`src/ivc_pkg.sv`:
```
/*
 * Shared constants and types of the interrupt vector controller.
 * Assumes a single 125 MHz core clock and a synchronous active-low reset.
 */
package ivc_pkg;

	localparam int unsigned ADDR_W = 7;
	localparam int unsigned DATA_W = 8;
	localparam int unsigned SRC_N = 20;
	localparam int unsigned SER_N = 8;
	localparam int unsigned DMA_N = 8;
	localparam int unsigned TMR_N = 4;
	localparam int unsigned SER_BASE = 0;
	localparam int unsigned DMA_BASE = 8;
	localparam int unsigned TMR_BASE = 16;
	localparam int unsigned CODE_W = 6;

	localparam logic [6:0] ADDR_STATUS_0 = 7'h10;
	localparam logic [6:0] ADDR_STATUS_1 = 7'h11;
	localparam logic [6:0] ADDR_STATUS_2 = 7'h12;
	localparam logic [6:0] ADDR_ENABLE_0 = 7'h14;
	localparam logic [6:0] ADDR_ENABLE_1 = 7'h15;
	localparam logic [6:0] ADDR_ENABLE_2 = 7'h16;
	localparam logic [6:0] ADDR_IRQ_CONTROL = 7'h18;
	localparam logic [6:0] ADDR_PLAIN_VECTOR = 7'h1a;
	localparam logic [6:0] ADDR_MODIFIED_VECTOR = 7'h1b;

	localparam int unsigned CTL_ACK_LSB = 0;
	localparam int unsigned CTL_VSEL_BIT = 2;
	localparam int unsigned CTL_SWAP_BIT = 3;
	localparam logic [7:0] CTL_WR_MASK = 8'h0f;
	localparam logic [7:0] MVEC_SW_MASK = 8'hc0;

	localparam logic [7:0] RST_BYTE = 8'h00;
	localparam logic [5:0] CODE_NONE = 6'h3f;

	localparam logic [1:0] ACK_NONE = 2'h0;
	localparam logic [1:0] ACK_SINGLE = 2'h1;
	localparam logic [1:0] ACK_DOUBLE = 2'h2;

	localparam int unsigned RESET_MIN_NS = 48;
	localparam int unsigned CLK_PERIOD_NS = 8;
	localparam int unsigned RESET_MIN_CYC = 6;

	typedef struct packed {
		logic cs_n;
		logic rd_n;
		logic wr_n;
		logic ack_n;
		logic [ADDR_W-1:0] addr;
		logic [DATA_W-1:0] data;
	} ivc_pins_t;

	typedef struct packed {
		logic group_swap;
		logic vec_sel;
		logic [1:0] ack_style;
	} ivc_ctl_t;

endpackage : ivc_pkg

```
`src/ivc_ctrl.sv`:
```
/*
 * Interrupt vector controller: 20 flagged sources, masks, request line,
 * acknowledge cycle and vector output on a slave register port.
 * Assumes host pins arrive asynchronously and source events are one-cycle
 * pulses from logic on core_clk_in.
 */
// Contract
// - Twenty status flags, three status, three enables
// - Enabled active flag asserts low request output
// - Acknowledge input starts cycle, vector per control
// - Two-bit field selects none, single, double
// - No-acknowledge style never drives a vector
// - Single style drives vector on first acknowledge
// - Double style drives vector on second acknowledge
// - Select bit picks plain or modified vector
// - Plain vector output exactly as written
// - Modified vector: top two writable, six hardware
// - Six-bit code names highest-priority active source
// - Swap bit exchanges serial and DMA priority
// - Reset low six clocks resets this block
// - Seven low address lines select registers
`timescale 1ns/1ps
module ivc_ctrl (
	input wire logic core_clk_in,
	input wire logic nrst_in,
	input wire logic [ivc_pkg::SRC_N-1:0] src_evt_in,
	input wire logic cs_n_in,
	input wire logic rd_n_in,
	input wire logic wr_n_in,
	input wire logic irq_ack_n_in,
	input wire logic [ivc_pkg::ADDR_W-1:0] low_addr_lines_in,
	input wire logic [ivc_pkg::DATA_W-1:0] data_in,
	output logic [ivc_pkg::DATA_W-1:0] data_out,
	output logic data_oe_n_out,
	output logic irq_n_out
);

	ivc_pkg::ivc_pins_t pins_raw, sync1_r, sync2_r, prev_r;
	logic [ivc_pkg::SRC_N-1:0] status_r, status_nxt;
	logic [ivc_pkg::SRC_N-1:0] enable_r, enable_nxt;
	ivc_pkg::ivc_ctl_t ctl_r, ctl_nxt;
	logic [7:0] plain_vector_r, plain_vector_nxt;
	logic [1:0] mvec_top_r, mvec_top_nxt;
	logic ack_seen_r, ack_seen_nxt;
	logic [7:0] data_out_r, data_out_nxt;
	logic data_oe_n_r, data_oe_n_nxt;
	logic irq_n_r, irq_n_nxt;
	logic ser_hit, dma_hit, tmr_hit;
	logic [5:0] ser_idx, dma_idx, tmr_idx;
	logic [5:0] src_code;
	logic [7:0] modified_vector;
	logic [7:0] rd_data;
	logic [ivc_pkg::SRC_N-1:0] pending;
	logic wr_edge, ack_edge, reading, acking;

	assign pins_raw = '{cs_n: cs_n_in, rd_n: rd_n_in, wr_n: wr_n_in, ack_n: irq_ack_n_in,
		addr: low_addr_lines_in, data: data_in};

	// Every host pin passes two flops; the third stage feeds edge detection and the acknowledge hold.
	always_ff @(posedge core_clk_in) begin
		if (!nrst_in) begin
			sync1_r <= '1;
			sync2_r <= '1;
			prev_r <= '1;
		end else begin
			sync1_r <= pins_raw;
			sync2_r <= sync1_r;
			prev_r <= sync2_r;
		end
	end

	assign pending = status_r & enable_r;
	assign wr_edge = !sync2_r.cs_n && !sync2_r.wr_n && prev_r.wr_n;
	assign ack_edge = !sync2_r.ack_n && prev_r.ack_n;
	assign reading = !sync2_r.cs_n && !sync2_r.rd_n;

	ivc_prio_enc #(.WIDTH(ivc_pkg::SER_N)) u_ser_enc (
		.req_in(pending[ivc_pkg::SER_BASE +: ivc_pkg::SER_N]),
		.hit_out(ser_hit),
		.idx_out(ser_idx)
	);
	ivc_prio_enc #(.WIDTH(ivc_pkg::DMA_N)) u_dma_enc (
		.req_in(pending[ivc_pkg::DMA_BASE +: ivc_pkg::DMA_N]),
		.hit_out(dma_hit),
		.idx_out(dma_idx)
	);
	ivc_prio_enc #(.WIDTH(ivc_pkg::TMR_N)) u_tmr_enc (
		.req_in(pending[ivc_pkg::TMR_BASE +: ivc_pkg::TMR_N]),
		.hit_out(tmr_hit),
		.idx_out(tmr_idx)
	);

	// The code is the source number; timers always rank below both other groups.
	always_comb begin
		src_code = ivc_pkg::CODE_NONE;
		if (tmr_hit) begin
			src_code = tmr_idx + 6'(ivc_pkg::TMR_BASE);
		end
		if (ctl_r.group_swap) begin
			if (ser_hit) begin
				src_code = ser_idx + 6'(ivc_pkg::SER_BASE);
			end
			if (dma_hit) begin
				src_code = dma_idx + 6'(ivc_pkg::DMA_BASE);
			end
		end else begin
			if (dma_hit) begin
				src_code = dma_idx + 6'(ivc_pkg::DMA_BASE);
			end
			if (ser_hit) begin
				src_code = ser_idx + 6'(ivc_pkg::SER_BASE);
			end
		end
	end

	assign modified_vector = {mvec_top_r, src_code};

	always_comb begin
		case (sync2_r.addr)
			ivc_pkg::ADDR_STATUS_0: rd_data = status_r[ivc_pkg::SER_BASE +: 8];
			ivc_pkg::ADDR_STATUS_1: rd_data = status_r[ivc_pkg::DMA_BASE +: 8];
			ivc_pkg::ADDR_STATUS_2: rd_data = {4'h0, status_r[ivc_pkg::TMR_BASE +: 4]};
			ivc_pkg::ADDR_ENABLE_0: rd_data = enable_r[ivc_pkg::SER_BASE +: 8];
			ivc_pkg::ADDR_ENABLE_1: rd_data = enable_r[ivc_pkg::DMA_BASE +: 8];
			ivc_pkg::ADDR_ENABLE_2: rd_data = {4'h0, enable_r[ivc_pkg::TMR_BASE +: 4]};
			ivc_pkg::ADDR_IRQ_CONTROL: rd_data = {4'h0, ctl_r};
			ivc_pkg::ADDR_PLAIN_VECTOR: rd_data = plain_vector_r;
			ivc_pkg::ADDR_MODIFIED_VECTOR: rd_data = modified_vector;
			default: rd_data = 8'h00;
		endcase
	end

	// Register writes, flag capture and clears. Status is write-one-to-clear.
	always_comb begin
		status_nxt = status_r;
		enable_nxt = enable_r;
		ctl_nxt = ctl_r;
		plain_vector_nxt = plain_vector_r;
		mvec_top_nxt = mvec_top_r;
		if (wr_edge) begin
			case (sync2_r.addr)
				ivc_pkg::ADDR_STATUS_0: status_nxt[ivc_pkg::SER_BASE +: 8] = status_r[ivc_pkg::SER_BASE +: 8]
					& ~sync2_r.data;
				ivc_pkg::ADDR_STATUS_1: status_nxt[ivc_pkg::DMA_BASE +: 8] = status_r[ivc_pkg::DMA_BASE +: 8]
					& ~sync2_r.data;
				ivc_pkg::ADDR_STATUS_2: status_nxt[ivc_pkg::TMR_BASE +: 4] = status_r[ivc_pkg::TMR_BASE +: 4]
					& ~sync2_r.data[3:0];
				ivc_pkg::ADDR_ENABLE_0: enable_nxt[ivc_pkg::SER_BASE +: 8] = sync2_r.data;
				ivc_pkg::ADDR_ENABLE_1: enable_nxt[ivc_pkg::DMA_BASE +: 8] = sync2_r.data;
				ivc_pkg::ADDR_ENABLE_2: enable_nxt[ivc_pkg::TMR_BASE +: 4] = sync2_r.data[3:0];
				ivc_pkg::ADDR_IRQ_CONTROL: ctl_nxt = ivc_pkg::ivc_ctl_t'(sync2_r.data[3:0]);
				ivc_pkg::ADDR_PLAIN_VECTOR: plain_vector_nxt = sync2_r.data;
				ivc_pkg::ADDR_MODIFIED_VECTOR: mvec_top_nxt = sync2_r.data[7:6];
				default: ;
			endcase
		end
		// A new event beats a clear in the same cycle.
		status_nxt = status_nxt | src_evt_in;
	end

	// Acknowledge cycle and data bus drive.
	always_comb begin
		ack_seen_nxt = ack_seen_r;
		data_out_nxt = data_out_r;
		data_oe_n_nxt = 1'b1;
		acking = 1'b0;
		irq_n_nxt = ~(|pending);
		if (irq_n_r) begin
			ack_seen_nxt = 1'b0;
		end
		if (!sync2_r.ack_n && !data_oe_n_r && !prev_r.ack_n) begin
			acking = 1'b1;
		end
		if (ack_edge && !irq_n_r) begin
			case (ctl_r.ack_style)
				ivc_pkg::ACK_SINGLE: acking = 1'b1;
				ivc_pkg::ACK_DOUBLE: begin
					acking = ack_seen_r;
					ack_seen_nxt = ~ack_seen_r;
				end
				default: acking = 1'b0;
			endcase
			data_out_nxt = ctl_r.vec_sel ? modified_vector : plain_vector_r;
		end
		if (acking) begin
			data_oe_n_nxt = 1'b0;
		end else if (reading) begin
			data_out_nxt = rd_data;
			data_oe_n_nxt = 1'b0;
		end
	end

	// A synchronous reset of any length clears the block; the six-clock minimum is the host's duty.
	always_ff @(posedge core_clk_in) begin
		if (!nrst_in) begin
			status_r <= '0;
			enable_r <= '0;
			ctl_r <= '0;
			plain_vector_r <= ivc_pkg::RST_BYTE;
			mvec_top_r <= 2'h0;
			ack_seen_r <= 1'b0;
			data_out_r <= ivc_pkg::RST_BYTE;
			data_oe_n_r <= 1'b1;
			irq_n_r <= 1'b1;
		end else begin
			status_r <= status_nxt;
			enable_r <= enable_nxt;
			ctl_r <= ctl_nxt;
			plain_vector_r <= plain_vector_nxt;
			mvec_top_r <= mvec_top_nxt;
			ack_seen_r <= ack_seen_nxt;
			data_out_r <= data_out_nxt;
			data_oe_n_r <= data_oe_n_nxt;
			irq_n_r <= irq_n_nxt;
		end
	end

	assign data_out = data_out_r;
	assign data_oe_n_out = data_oe_n_r;
	assign irq_n_out = irq_n_r;

endmodule : ivc_ctrl

```
`src/ivc_prio_enc.sv`:
```
/*
 * Fixed-priority encoder: lowest set bit wins, result is its index.
 * Assumes a combinational consumer in the same clock domain.
 */
`timescale 1ns/1ps
module ivc_prio_enc #(
	parameter int unsigned WIDTH = 8
) (
	input wire logic [WIDTH-1:0] req_in,
	output logic hit_out,
	output logic [5:0] idx_out
);

	always_comb begin
		hit_out = 1'b0;
		idx_out = 6'h00;
		for (int i = WIDTH - 1; i >= 0; i--) begin
			if (req_in[i]) begin
				hit_out = 1'b1;
				idx_out = 6'(i);
			end
		end
	end

endmodule : ivc_prio_enc

```
`config.mk`:
```
export PLATFORM = sky130hd
export DESIGN_NAME = ivc_ctrl
export DESIGN_NICKNAME = d
export VERILOG_FILES = /design/src/ivc_pkg.sv /design/src/ivc_ctrl.sv /design/src/ivc_prio_enc.sv
export SDC_FILE = /design/constraint.sdc
export NUM_CORES = 1
export LEC_CHECK = 0
export ABC_AREA = 1
export BUFFER_PORTS_ARGS = -buffer_cell sky130_fd_sc_hd__buf_2
export CORE_UTILIZATION = 55
export CTS_CLUSTER_DIAMETER = 60
export DETAILED_ROUTE_END_ITERATION = 10
export GPL_TIMING_DRIVEN = 0
export PLACE_DENSITY = 0.76
export SYNTH_ARGS = -nofsm -noshare
export SYNTH_HDL_FRONTEND = slang
export SYNTH_SLANG_ARGS = --single-unit
```
`constraint.sdc`:
```
create_clock -name core_clk_in -period 1.9 [get_ports core_clk_in]
set_input_delay 0.285 -clock core_clk_in [delete_from_list [all_inputs] [get_ports core_clk_in]]
set_output_delay 0.285 -clock core_clk_in [all_outputs]
set_load 0.03 [all_outputs]
```
==> impl_results.md, run 1 <==
* Status: finished, violations left
* Failing checks: setup timing
* Syn_nets at approximately 650
* Clock-pin slew on the worst setup and hold paths at approximately 0.11 ns
* Final hold violations at 0
* Hold_ws at 0.0694 ns
* Area grow syn2layout at 18.9%
* Final Skew at approximately 0.012 ns
* DPL Wire Length at a little over 9000 um
* Most used DFF post-synth: dfxtp_1
* Max Cap Violations at 0
* Die width at between 90 and 100 um
* Critical path class: reg -> reg
* Root Buffer: clkbuf_8
* Power Dens Cells at 758 nW/um2
* Ports at around 50
* First-pass GRT wire length at 19800 um
* Post-Syn Instances at 603
* Leak Pwr at 0.00231 uW
* Buf/Inv on CP at 1
* Largest net degree at the start of global routing at 21
* Number of vias per cell at approximately 5.6
* Die area at ~8500 um2
* Iter 0 DRT Violations at about 350
* Clk buf depth at 2
* Critical Path End Type: register
* # clock sinks at 105
* Most frequently used cell type in the post-synthesis netlist: nand2_1
* Post-synth top area share at 0.471
* N_diodes at 0
* Initial Util at 0.574
* RSZ-0062 raised after global routing: true
* Total Routing Usage GR at 0.306
* Nets@finish at approximately 700
* Port Buffers at 50
* H-Tree Level Count at 3
* First-pass detailed-route iteration total at 6
* Finished Layout Cells at about 800
* Sequential-to-total area share from yosys stat at 0.471
* Post-synth EDFFs at 0
* Placeable Area at approximately 7800 um2
* Commonest cells in the netlist: 154 x nand2_1, 105 x dfxtp_1, 72 x a21oi_1
* Final Setup Violations at 1
* Area after DPL at a little under 5000 um2
* Placed Cells at ~760
* CTS buffer count at 9
* Mean Syn Cell Area at between 7 and 8 um2
* Routability cong. at between 1 and 1.5
* CP arrival at 2.22 ns
* Worst Hold Class: in -> reg
* Insertion delay to the later sink of the worst-skew pair at 0.39 ns
* Worst path top cell family by delay: compound AO/OA/AOI/OAI gates
* Crit path cell chain: inv_1 > ha_1 > a21o_1 > a21oi_4 > nand2_4 > a41oi_4 > o31ai_1 > a21oi_1
* Die H at around 92 um
* Worst Setup Start Kind: register
* Place WS at -0.165 ns
* Share of cells above drive strength 1 at 0.237
* Rows at 32
* Yosys reg bits at ~110
* CTS tree: done
* Worst EP required at roughly 2.2 ns
* Vias in the first global route at 4136
* Min Tclk post-route at roughly 1.9 ns
* FMAX at 0.525 GHz
* Cell area after layout at around 5300 um2
* Drt total wl at 13000 um
* Slowest stage delay, CP at ~0.37 ns
* Max FO, Critical Path at 7
* Remaining DRCs at 0
* Fraction of registers with async set/reset at 0
* Routed wire per std cell at 16.5 um
* Setup WS post-layout at -0.00302 ns
* Synthesized area at between 4000 and 5000 um2
* Final period util at 1.00
* Post-synth cell types at 34
* Max-slew violation count at 0
* Top cells by area, synth: dfxtp_1 47%, nand2_1 13%, a21oi_1 8.1%
* Synth warn at 0
* Worst VDD drop at 522 uV
* Max_slew headroom at 0.569
* Initial antenna violation count at 0
* Dominant cell type by area after synthesis: dfxtp_1
* CP max-delay cell: dfxtp_2
* Measured slew at the worst slew-check pin at between 0.6 and 0.7 ns
* Post-route antenna net violation count at 0
* Vias at around 4400
* GR Overflow Total at 0
## timing repair
item | in CTS | in global routing
endpoints found under the setup margin | 33 | 40
pin swaps | 0 | 8
hold buffers | 0 | 0
resized for setup | 8 | 32
buffers inserted | 0 | 14
gates cloned | 0 | 1
endpoints found under the hold margin | 0 | 0
## cells in the final DEF (no fill, tap or decap), types with 11 or more instances in the layout
cell type	Yosys	final
nand3_1	22	20
nand2_1	154	149
a21oi_1	72	71
dfxtp_1	105	99
or2_2	40	40
buf_2	2	51
inv_1	71	67
nor2_1	24	16
o21ai_0	59	56
clkbuf_1	13	11
buf_4	1	14
## flip-flops by register name, indices dropped and copies added, names as in the netlist, 2 cells and up
| signal | count |
|---|---|
| enable_r | 20 |
| status_r | 20 |
| sync1_r | 19 |
| sync2_r | 19 |
| data_out | 8 |
| plain_vector_r | 8 |
| ctl_r | 4 |
| mvec_top_r | 2 |
| prev_r | 2 |
## path summary, 6_finish.rpt
path / depth (start not counted) / slack [ns] / from / end
worst min-delay path: 2 / 0.07 / wr_n_in / sync1_r[16]
worst max-delay path: 8 / -0.003 / ctl_r[0] / data_out[6]
worst min register to register: 1 / 0.42 / sync1_r[10] / sync2_r[10]
worst max register to register: 8 / -0.003 / ctl_r[0] / data_out[6]
## through the flow
stage	setup TNS, ns	util	total power, uW
floorplan	0	-	2460
global placement	-1.99	0.623	2540
detailed placement	-3.33	0.623	2550
CTS	-0.0549	0.655	4010
global route	-0.218	0.682	4160
finish	-0.00302	0.682	4020
## logic make-up after synthesis
family / count (synthesis) / synth area share
simple gates: 250 / 0.251
compound gates: 156 / 0.195
flops: 105 / 0.471
buf+inv: 90 / 0.0772
fa+ha+maj: 2 / 0.00561
## layout make-up
type,count,area [um2]
clock inverters,7,100
repair buffers,64,380
fillers,685,2470
well taps,102,128
clock buffers,9,124
flip-flops and latches,105,2110
multi-input cells,409,2100
plain buffers,15,66.3
inverters,74,288
## routing by layer
layer	GRT usage	up-vias	wire [um]
li1	-	2119	-
met1	0.387	2051	5470
met2	0.516	204	6310
met3	0.0473	39	820
met4	0.130	0	369
met5	0	-	0
## where the power goes
part           internal [uW]  switching [uW]
Sequential              2270            54.6
Clock                    652             858
Combinational           85.7            99.2
(Power assumes the default switching activity.)
==> run 2, diff against run 1 <==
--- a/config.mk
+++ b/config.mk
@@ -5,7 +5,6 @@
 export SDC_FILE = /design/constraint.sdc
 export NUM_CORES = 1
 export LEC_CHECK = 0
-export ABC_AREA = 1
 export BUFFER_PORTS_ARGS = -buffer_cell sky130_fd_sc_hd__buf_2
 export CORE_UTILIZATION = 55
 export CTS_CLUSTER_DIAMETER = 60
==> constraint.sdc (replaced) <==
create_clock -name core_clk_in -period 1.8 [get_ports core_clk_in]
set_input_delay 0.27 -clock core_clk_in [delete_from_list [all_inputs] [get_ports core_clk_in]]
set_output_delay 0.27 -clock core_clk_in [all_outputs]
set_load 0.03 [all_outputs]
==> run 2 against run 1 <==
Effect of this change:
- the flow still finishes with violations (setup timing)
- combinational power rose by 40%
- clock skew rose by 0.0075 ns
- worst hold slack got worse by 0.023 ns
- sequential cell count did not move
- via count fell by 0.50%
- critical path type unchanged
==> impl_results.md, run 2 <==
* Status: finished, violations left (unchanged)
* Failing checks: setup timing (unchanged)
* Uppermost layer routed: met4 (unchanged)
* Max-slew violation count at 0 (unchanged)
* Insertion delay to the later sink of the worst-skew pair at 0.39 ns (about the same)
* Dominant cell type by area after synthesis: dfxtp_1 (unchanged)
* Most frequently used cell type in the post-synthesis netlist: dfxtp_1 (was nand2_1)
* Clock-pin slew on the worst setup and hold paths at 0.12 ns (was 0.11 ns)
* RR Startpoint: sync2_r[14] (was ctl_r[0])
* FMAX at 0.495 GHz (was 0.525 GHz)
* N_diodes at 0 (unchanged)
* Top flop regs: enable_r (20), status_r (20) (unchanged)
* Slowest stage delay, CP at 0.37 ns (about the same)
* Die area at 8690 um2 (was 8470 um2)
* Largest net degree at the start of global routing at 24 (was 21)
* Worst Setup SP: sync2_r[14] (was ctl_r[0])
* Clk network pwr share at 0.366 (was 0.376)
* First-pass detailed-route iteration total at 5 (was 6)
* CP max-delay cell: or3b_4 (was dfxtp_2)
* Crit path depth at 9 (was 8)
* Pint at 3090 uW (was 3010 uW)
* CTS tree: done (unchanged)
* Remaining DRCs at 0 (unchanged)
* R2R setup slack at -0.22 ns (was -0.003 ns)
* Rows at 32 (unchanged)
* Final hold violations at 0 (unchanged)
* RSZ-0062 raised after global routing: true (unchanged)
* Max Cap Violations at 0 (unchanged)
* Min Tclk post-route at 2.02 ns (was 1.90 ns)
* Clk buf depth at 2 (unchanged)
* Syn_nets at 550 (was 646)
* Share of cells above drive strength 1 at 0.275 (was 0.237)
* Part of the power in registers at 0.574 (was 0.578)
* CP arrival at 2.33 ns (was 2.22 ns)
* Synth warn at 0 (unchanged)
* Worst path top cell family by delay: simple AND/OR/NAND/NOR gates (was compound AO/OA/AOI/OAI gates)
* Commonest non-fill, non-tap cell in the layout: dfxtp_1 (was nand2_1)
* Post-Syn Instances at 507 (was 603)
* Vias in the first global route at 4061 (was 4136)
* # clock sinks at 105 (unchanged)
* Ports at 51 (unchanged)
* Max_slew headroom at 0.506 (was 0.569)
* DPL Wire Length at 9480 um (was 9330 um)
* Worst setup path end: data_out[1] (was data_out[6])
* Gate power share at 0.060 (was 0.046)
* Worst Hold Class: in -> reg (unchanged)
* Buf/Inv on CP at 3 (was 1)
* CTS buffer count at 9 (unchanged)
* Metal2 WL at 6170 um (was 6310 um)
* Post-route antenna net violation count at 0 (unchanged)
* Number of vias per cell at 6.29 (was 5.62)
* Max FO, Critical Path at 5 (was 7)
* Switching share of power at 0.280 (was 0.252)
* Total Routing Usage GR at 0.316 (was 0.306)
* Wire length on met3 at 1120 um (was 820 um)
* Post-synth EDFFs at 0 (unchanged)
* Measured slew at the worst slew-check pin at 0.741 ns (was 0.646 ns)
* Routability cong. at 0.930 (was 1.01)
* Placeable Area at 7890 um2 (was 7770 um2)
* Final period util at 1.12 (was 1.00)
* Post-synth top area share at 0.460 (was 0.471)
* GR Overflow Total at 0 (unchanged)
* Crit path cell chain: or3b_4 > buf_6 > nor3_4 > buf_4 > buf_6 > nand3_1 > o31ai_2 > a221oi_1 > o221ai_1 (was inv_1 > ha_1 > a21o_1 > a21oi_4 > nand2_4 > a41oi_4 > o31ai_1 > a21oi_1)
* R2R depth at 9 (was 8)
* Worst r2r dst: data_out[1] (was data_out[6])
* Place WS at -0.303 ns (was -0.165 ns)
* Root Buffer: clkbuf_8 (unchanged)
* Final Skew at 0.0199 ns (was 0.0124 ns)
* Vias at 4391 (was 4413)
* Worst EP required at 2.11 ns (was 2.22 ns)
* Sequential-to-total area share from yosys stat at 0.460 (was 0.471)
* Routed wire per std cell at 19.8 um (was 16.5 um)
* Critical path class: reg -> reg (unchanged)
* Mean Syn Cell Area at 9.02 um2 (was 7.40 um2)
* Post-synth cell types at 54 (was 34)
* Area grow syn2layout at 24.5% (was 18.9%)
* Final Setup Violations at 40 (was 1)
* Routed length on met1 at 5800 um (was 5470 um)
* Critical Path End Type: register (unchanged)
* Commonest cells in the netlist: 105 x dfxtp_1, 67 x nor2_1, 44 x nand2b_1 (was 154 x nand2_1, 105 x dfxtp_1, 72 x a21oi_1)
* Synthesized area at 4570 um2 (was 4460 um2)
* Die width at 93.2 um (was 92.0 um)
* Most used cell along the critical path: buf_6
* Fraction of registers with async set/reset at 0 (unchanged)
* Setup WS post-layout at -0.222 ns (was -0.00302 ns)
* Leak Pwr at 0.00240 uW (was 0.00231 uW)
* Iter 0 DRT Violations at 476 (was 353)
* Most used DFF post-synth: dfxtp_1 (unchanged)
* H-Tree Level Count at 3 (unchanged)
* Utilization of the core after routing at 0.722 (was 0.682)
* First-pass GRT wire length at 20800 um (was 19800 um)
* Initial Util at 0.580 (was 0.574)
* Initial antenna violation count at 0 (unchanged)
* Power Dens Cells at 755 nW/um2 (was 758 nW/um2)
* Worst Setup Start Kind: register (unchanged)
* Commonest cells after routing, fill and taps aside: 96 x dfxtp_1, 64 x nor2_1, 51 x buf_2 (was 149 x nand2_1, 99 x dfxtp_1, 71 x a21oi_1)
* Drt total wl at 13800 um (was 13000 um)
* P_sw at 1200 uW (was 1010 uW)
* Die H at 93.2 um (was 92.0 um)
* Yosys reg bits at 105 (unchanged)
* Top cells by area, synth: dfxtp_1 46%, mux2i_1 8.5%, nand2b_1 6.0% (was dfxtp_1 47%, nand2_1 13%, a21oi_1 8.1%)
* Port Buffers at 50 (unchanged)
* Worst VDD drop at 644 uV (was 522 uV)
* Nets@finish at 634 (was 721)
-- run 2: logic make-up after synthesis --
kind of cell / count (synthesis) / synth area share
AOI/OAI and AO/OA: 119 / 0.179
xor gates and xnor gates: 1 / 0.00192
adders and majority gates: 2 / 0.00547
buffers and inverters: 34 / 0.0323
DFF: 105 / 0.460
muxes: 43 / 0.0952
and+or+nand+nor: 203 / 0.226
-- run 2: area by class of cell --
cell class | instances | area (um2)
clock buffers | 9 | 124
well taps | 102 | 128
flip-flops and latches | 105 | 2120
plain buffers | 25 | 130
multi-input cells | 368 | 2580
inverters | 7 | 26.3
clock inverters | 7 | 96.3
fillers | 604 | 2190
repair buffers | 75 | 485
-- run 2: worst min-delay path by stage --
stage | start | end | slack (ns) | cells past startpoint
5_1_grt | data_in[3] | sync1_r[3] | 0.04 | 2
4_1_cts | low_addr_lines_in[4] | sync1_r[12] | 0.04 | 2
2_1_floorplan | nrst_in | sync1_r[18] | 0.34 | 1
3_5_place_dp | sync1_r[6] | sync2_r[6] | 0.39 | 1
6_report | low_addr_lines_in[4] | sync1_r[12] | 0.05 | 2
3_3_place_gp | sync1_r[3] | sync2_r[3] | 0.39 | 1
-- run 2: what timing repair did --
action / CTS / global route
setup buffers: 11 / 14
gates resized for setup: 49 / 35
hold buffers: 0 / 0
pin swaps: 14 / 30
endpoints found under the setup margin: 58 / 59
-- run 2: per-stage QoR --
step	total power, uW	cells	instance area, um2	hold WS (ns)	setup TNS [ns]
finish	4300	698	5690	0.0468	-2.49
global placement	2730	659	4960	0.387	-9.73
detailed placement	2740	659	4960	0.393	-10.07
floorplan	2620	507	4590	0.343	-0.227
CTS	4290	685	5480	0.0385	-1.39
global route	4430	698	5690	0.0365	-5.64
-- run 2: power by group through the flow --
stage | registers [uW] | logic (uW) | clock network (uW)
after floorplan | 2490 | 136 | 0
after global placement | 2510 | 222 | 0
after detailed placement | 2510 | 228 | 0
after CTS | 2460 | 244 | 1590
after global routing | 2470 | 280 | 1680
final | 2460 | 259 | 1570
-- run 2: layer usage --
layer  track usage  vias up
met1         0.407     2084
met2         0.495      261
li1              -     1983
met3        0.0675       63
met4         0.171        0
met5             0        -
==> run 3, diff against run 2 <==
--- a/config.mk
+++ b/config.mk
@@ -11,6 +11,8 @@
 export DETAILED_ROUTE_END_ITERATION = 10
 export GPL_TIMING_DRIVEN = 0
 export PLACE_DENSITY = 0.76
+export SETUP_SLACK_MARGIN = 0.3
 export SYNTH_ARGS = -nofsm -noshare
 export SYNTH_HDL_FRONTEND = slang
 export SYNTH_SLANG_ARGS = --single-unit
+export TNS_END_PERCENT = 20
==> run 3 against run 2 <==
Effect of this change:
- the run still ends with setup timing left
- critical endpoint is now data_out[2]
- cell count increased by 1.3%
- sequential share of layout area is 1.1 points lower
- routed wire length up 0.23%
- highest routed layer unchanged
- global-route usage rose by 0.54 points
- worst hold slack improved by 0.0067 ns
- die area is the same
- count of clock-buffer cells in the layout unchanged
- register-to-register slack better by 0.06 ns
- clock power down 4%
- combinational power is 6% higher
- clock skew down 0.0054 ns
- first-iteration DRC count is 26% lower
==> impl_results.md, run 3 (same netlist as run 2, synthesis figures left out) <==
* Power Dens Cells at 721 nW/um2 (was 755 nW/um2)
* Max_slew headroom at 0.489 (was 0.506)
* Hold_ws at 0.0535 ns (was 0.0468 ns)
* RR Startpoint: ctl_r[0] (was sync2_r[14])
* Post-route antenna net violation count at 0 (unchanged)
* Status: finished, violations left (unchanged)
* Routed wire per std cell at 19.6 um (was 19.8 um)
* Clock-pin slew on the worst setup and hold paths at 0.12 ns (about the same)
* Critical path class: reg -> reg (unchanged)
* Register area at 2120 um2 (about the same)
* Multi-input logic area at 2690 um2 (was 2580 um2)
* Nets@finish at 643 (was 634)
* Global route hottest layer: met2 (unchanged)
* Hold path startpoint: data_in[1] (was low_addr_lines_in[4])
* CTS Hold Bufs at 0 (unchanged)
* Critical Path End Type: register (unchanged)
* Setup TNS Final at -0.612 ns (was -2.49 ns)
* Top flop regs: enable_r (20), status_r (20) (unchanged)
* Final Skew at 0.0145 ns (was 0.0199 ns)
* CTS tree: done (unchanged)
* Measured slew at the worst slew-check pin at 0.767 ns (was 0.741 ns)
* First-pass detailed-route iteration total at 7 (was 5)
* Die width at 93.2 um (unchanged)
* Cell area after layout at 5880 um2 (was 5690 um2)
* Total Routing Usage GR at 0.322 (was 0.316)
* Root Buffer: clkbuf_8 (unchanged)
* GR Overflow Total at 0 (unchanged)
* Worst Hold Class: in -> reg (unchanged)
* CP arrival at 2.28 ns (was 2.33 ns)
* Worst Setup Start Kind: register (unchanged)
* Worst EP required at 2.11 ns (about the same)
* Max-slew violation count at 0 (unchanged)
* RSZ-0062 raised after global routing: true (unchanged)
* CTS buffer count at 9 (unchanged)
* Port Buffers at 50 (unchanged)
* Final hold violations at 0 (unchanged)
* N_diodes at 0 (unchanged)
* DPL Wire Length at 9500 um (was 9480 um)
* First-pass GRT wire length at 20800 um (about the same)
* Vias in the first global route at 3959 (was 4061)
* R2R depth at 6 (was 9)
* Hold Path Stages at 2 (unchanged)
* Max Cap Violations at 0 (unchanged)
* # clock sinks at 105 (unchanged)
* Commonest cells after routing, fill and taps aside: 97 x dfxtp_1, 63 x nor2_1, 51 x buf_2 (was 96 x dfxtp_1, 64 x nor2_1, 51 x buf_2)
* Iter 0 DRT Violations at 354 (was 476)
* Failing checks: setup timing (unchanged)
* Share of cells above drive strength 1 at 0.312 (was 0.275)
* Ports at 51 (unchanged)
* Setup WS post-layout at -0.162 ns (was -0.222 ns)
* Worst VDD drop at 526 uV (was 644 uV)
* Grt met3 use at 0.0813 (was 0.0675)
* Vias at 4366 (was 4391)
* H-Tree Level Count at 3 (unchanged)
* Worst r2r dst: data_out[2] (was data_out[1])
* Insertion delay to the later sink of the worst-skew pair at 0.39 ns (about the same)
* Placeable Area at 7890 um2 (unchanged)
* Routability cong. at 0.937 (was 0.930)
* Final Setup Violations at 8 (was 40)
* Number of vias per cell at 6.18 (was 6.29)
* Max FO, Critical Path at 4 (was 5)
* Largest net degree at the start of global routing at 22 (was 24)
* Filler instances at 590 (was 604)
* R2R setup slack at -0.16 ns (was -0.22 ns)
* Min Tclk post-route at 1.96 ns (was 2.02 ns)
* FMAX at 0.510 GHz (was 0.495 GHz)
* Drt total wl at 13800 um (about the same)
* Remaining DRCs at 0 (unchanged)
* Rows at 32 (unchanged)
* Hold worst-path end: sync1_r[1] (was sync1_r[12])
* Die area at 8690 um2 (unchanged)
* Clk buf depth at 2 (unchanged)
* Met1 usage at 0.412 (was 0.407)
* Area after DPL at 4990 um2 (was 4960 um2)
* Final period util at 1.09 (was 1.12)
* Total Power at 4240 uW (was 4300 uW)
* Initial Util at 0.580 (unchanged)
* Area grow syn2layout at 28.6% (was 24.5%)
* Commonest non-fill, non-tap cell in the layout: dfxtp_1 (unchanged)
* Initial antenna violation count at 0 (unchanged)
* Leak Pwr at 0.00246 uW (was 0.00240 uW)
* GR Util met2 at 0.522 (was 0.495)
* Die H at 93.2 um (unchanged)
==> run 3: changes by cell type in the layout (fill, tap and decap cells not counted), moves of 3 or more <==
cell,delta
nand2_2,+3
a21oi_2,+4
buf_6,+5
nand2_1,-3
buf_8,+3
dfxtp_2,-3
a21oi_1,-4
==> run 3: through the flow <==
step | utilization | std cells | setup slack, ns
2_1_floorplan | - | 507 | -0.0855
3_3_place_gp | 0.632 | 659 | -0.298
3_5_place_dp | 0.632 | 659 | -0.304
4_1_cts | 0.679 | 679 | -0.166
5_1_grt | 0.746 | 707 | -0.232
6_report | 0.746 | 707 | -0.162
==> run 3: critical path, stage by stage, from the launching register on <==
cell,delay [ns]
dfxtp_4,0.39
inv_4,0.04
ha_4,0.20
or4_4,0.51
a21o_1,0.23
o32a_1,0.34
o221ai_1,0.19
==> run 3: power by group <==
group	switching (uW)	total, uW	internal, uW	leakage, uW
logic	150	274	124	0.00149
clock network	945	1500	560	0.0000998
registers	72.8	2460	2390	0.000862
total	1170	4240	3080	0.00246
==> run 3: layout make-up <==
class,count,area share
plain buffers,27,0.0293
clock buffers,9,0.0211
clock inverters,7,0.0136
inverters,7,0.00489
multi-input cells,368,0.457
flip-flops and latches,105,0.361
well taps,102,0.0217
repair buffers,82,0.0919
==> run 3: how the worst max path moves through the flow <==
stage | start | to | slack (ns) | cells past startpoint
final | ctl_r[0] | data_out[2] | -0.16 | 6
after detailed placement | sync2_r[13] | data_out[7] | -0.30 | 8
after CTS | ctl_r[0] | data_out[1] | -0.17 | 6
after global routing | prev_r[15] | data_out[2] | -0.23 | 5
after global placement | sync2_r[13] | data_out[7] | -0.30 | 8
after floorplan | ctl_r[0] | data_out[1] | -0.09 | 6
==> run 3: what timing repair did <==
| action | CTS | global route |
|---|---|---|
| buffers inserted | 4 | 28 |
| pin swaps | 17 | 54 |
| setup endpoints to repair | 64 | 64 |
| resized for setup | 38 | 79 |
==> run 3: metal layers <==
layer,vias up,routed length [um]
met1,2127,5860
met4,0,421
met5,-,0
met3,39,997
li1,1996,-
met2,204,6540
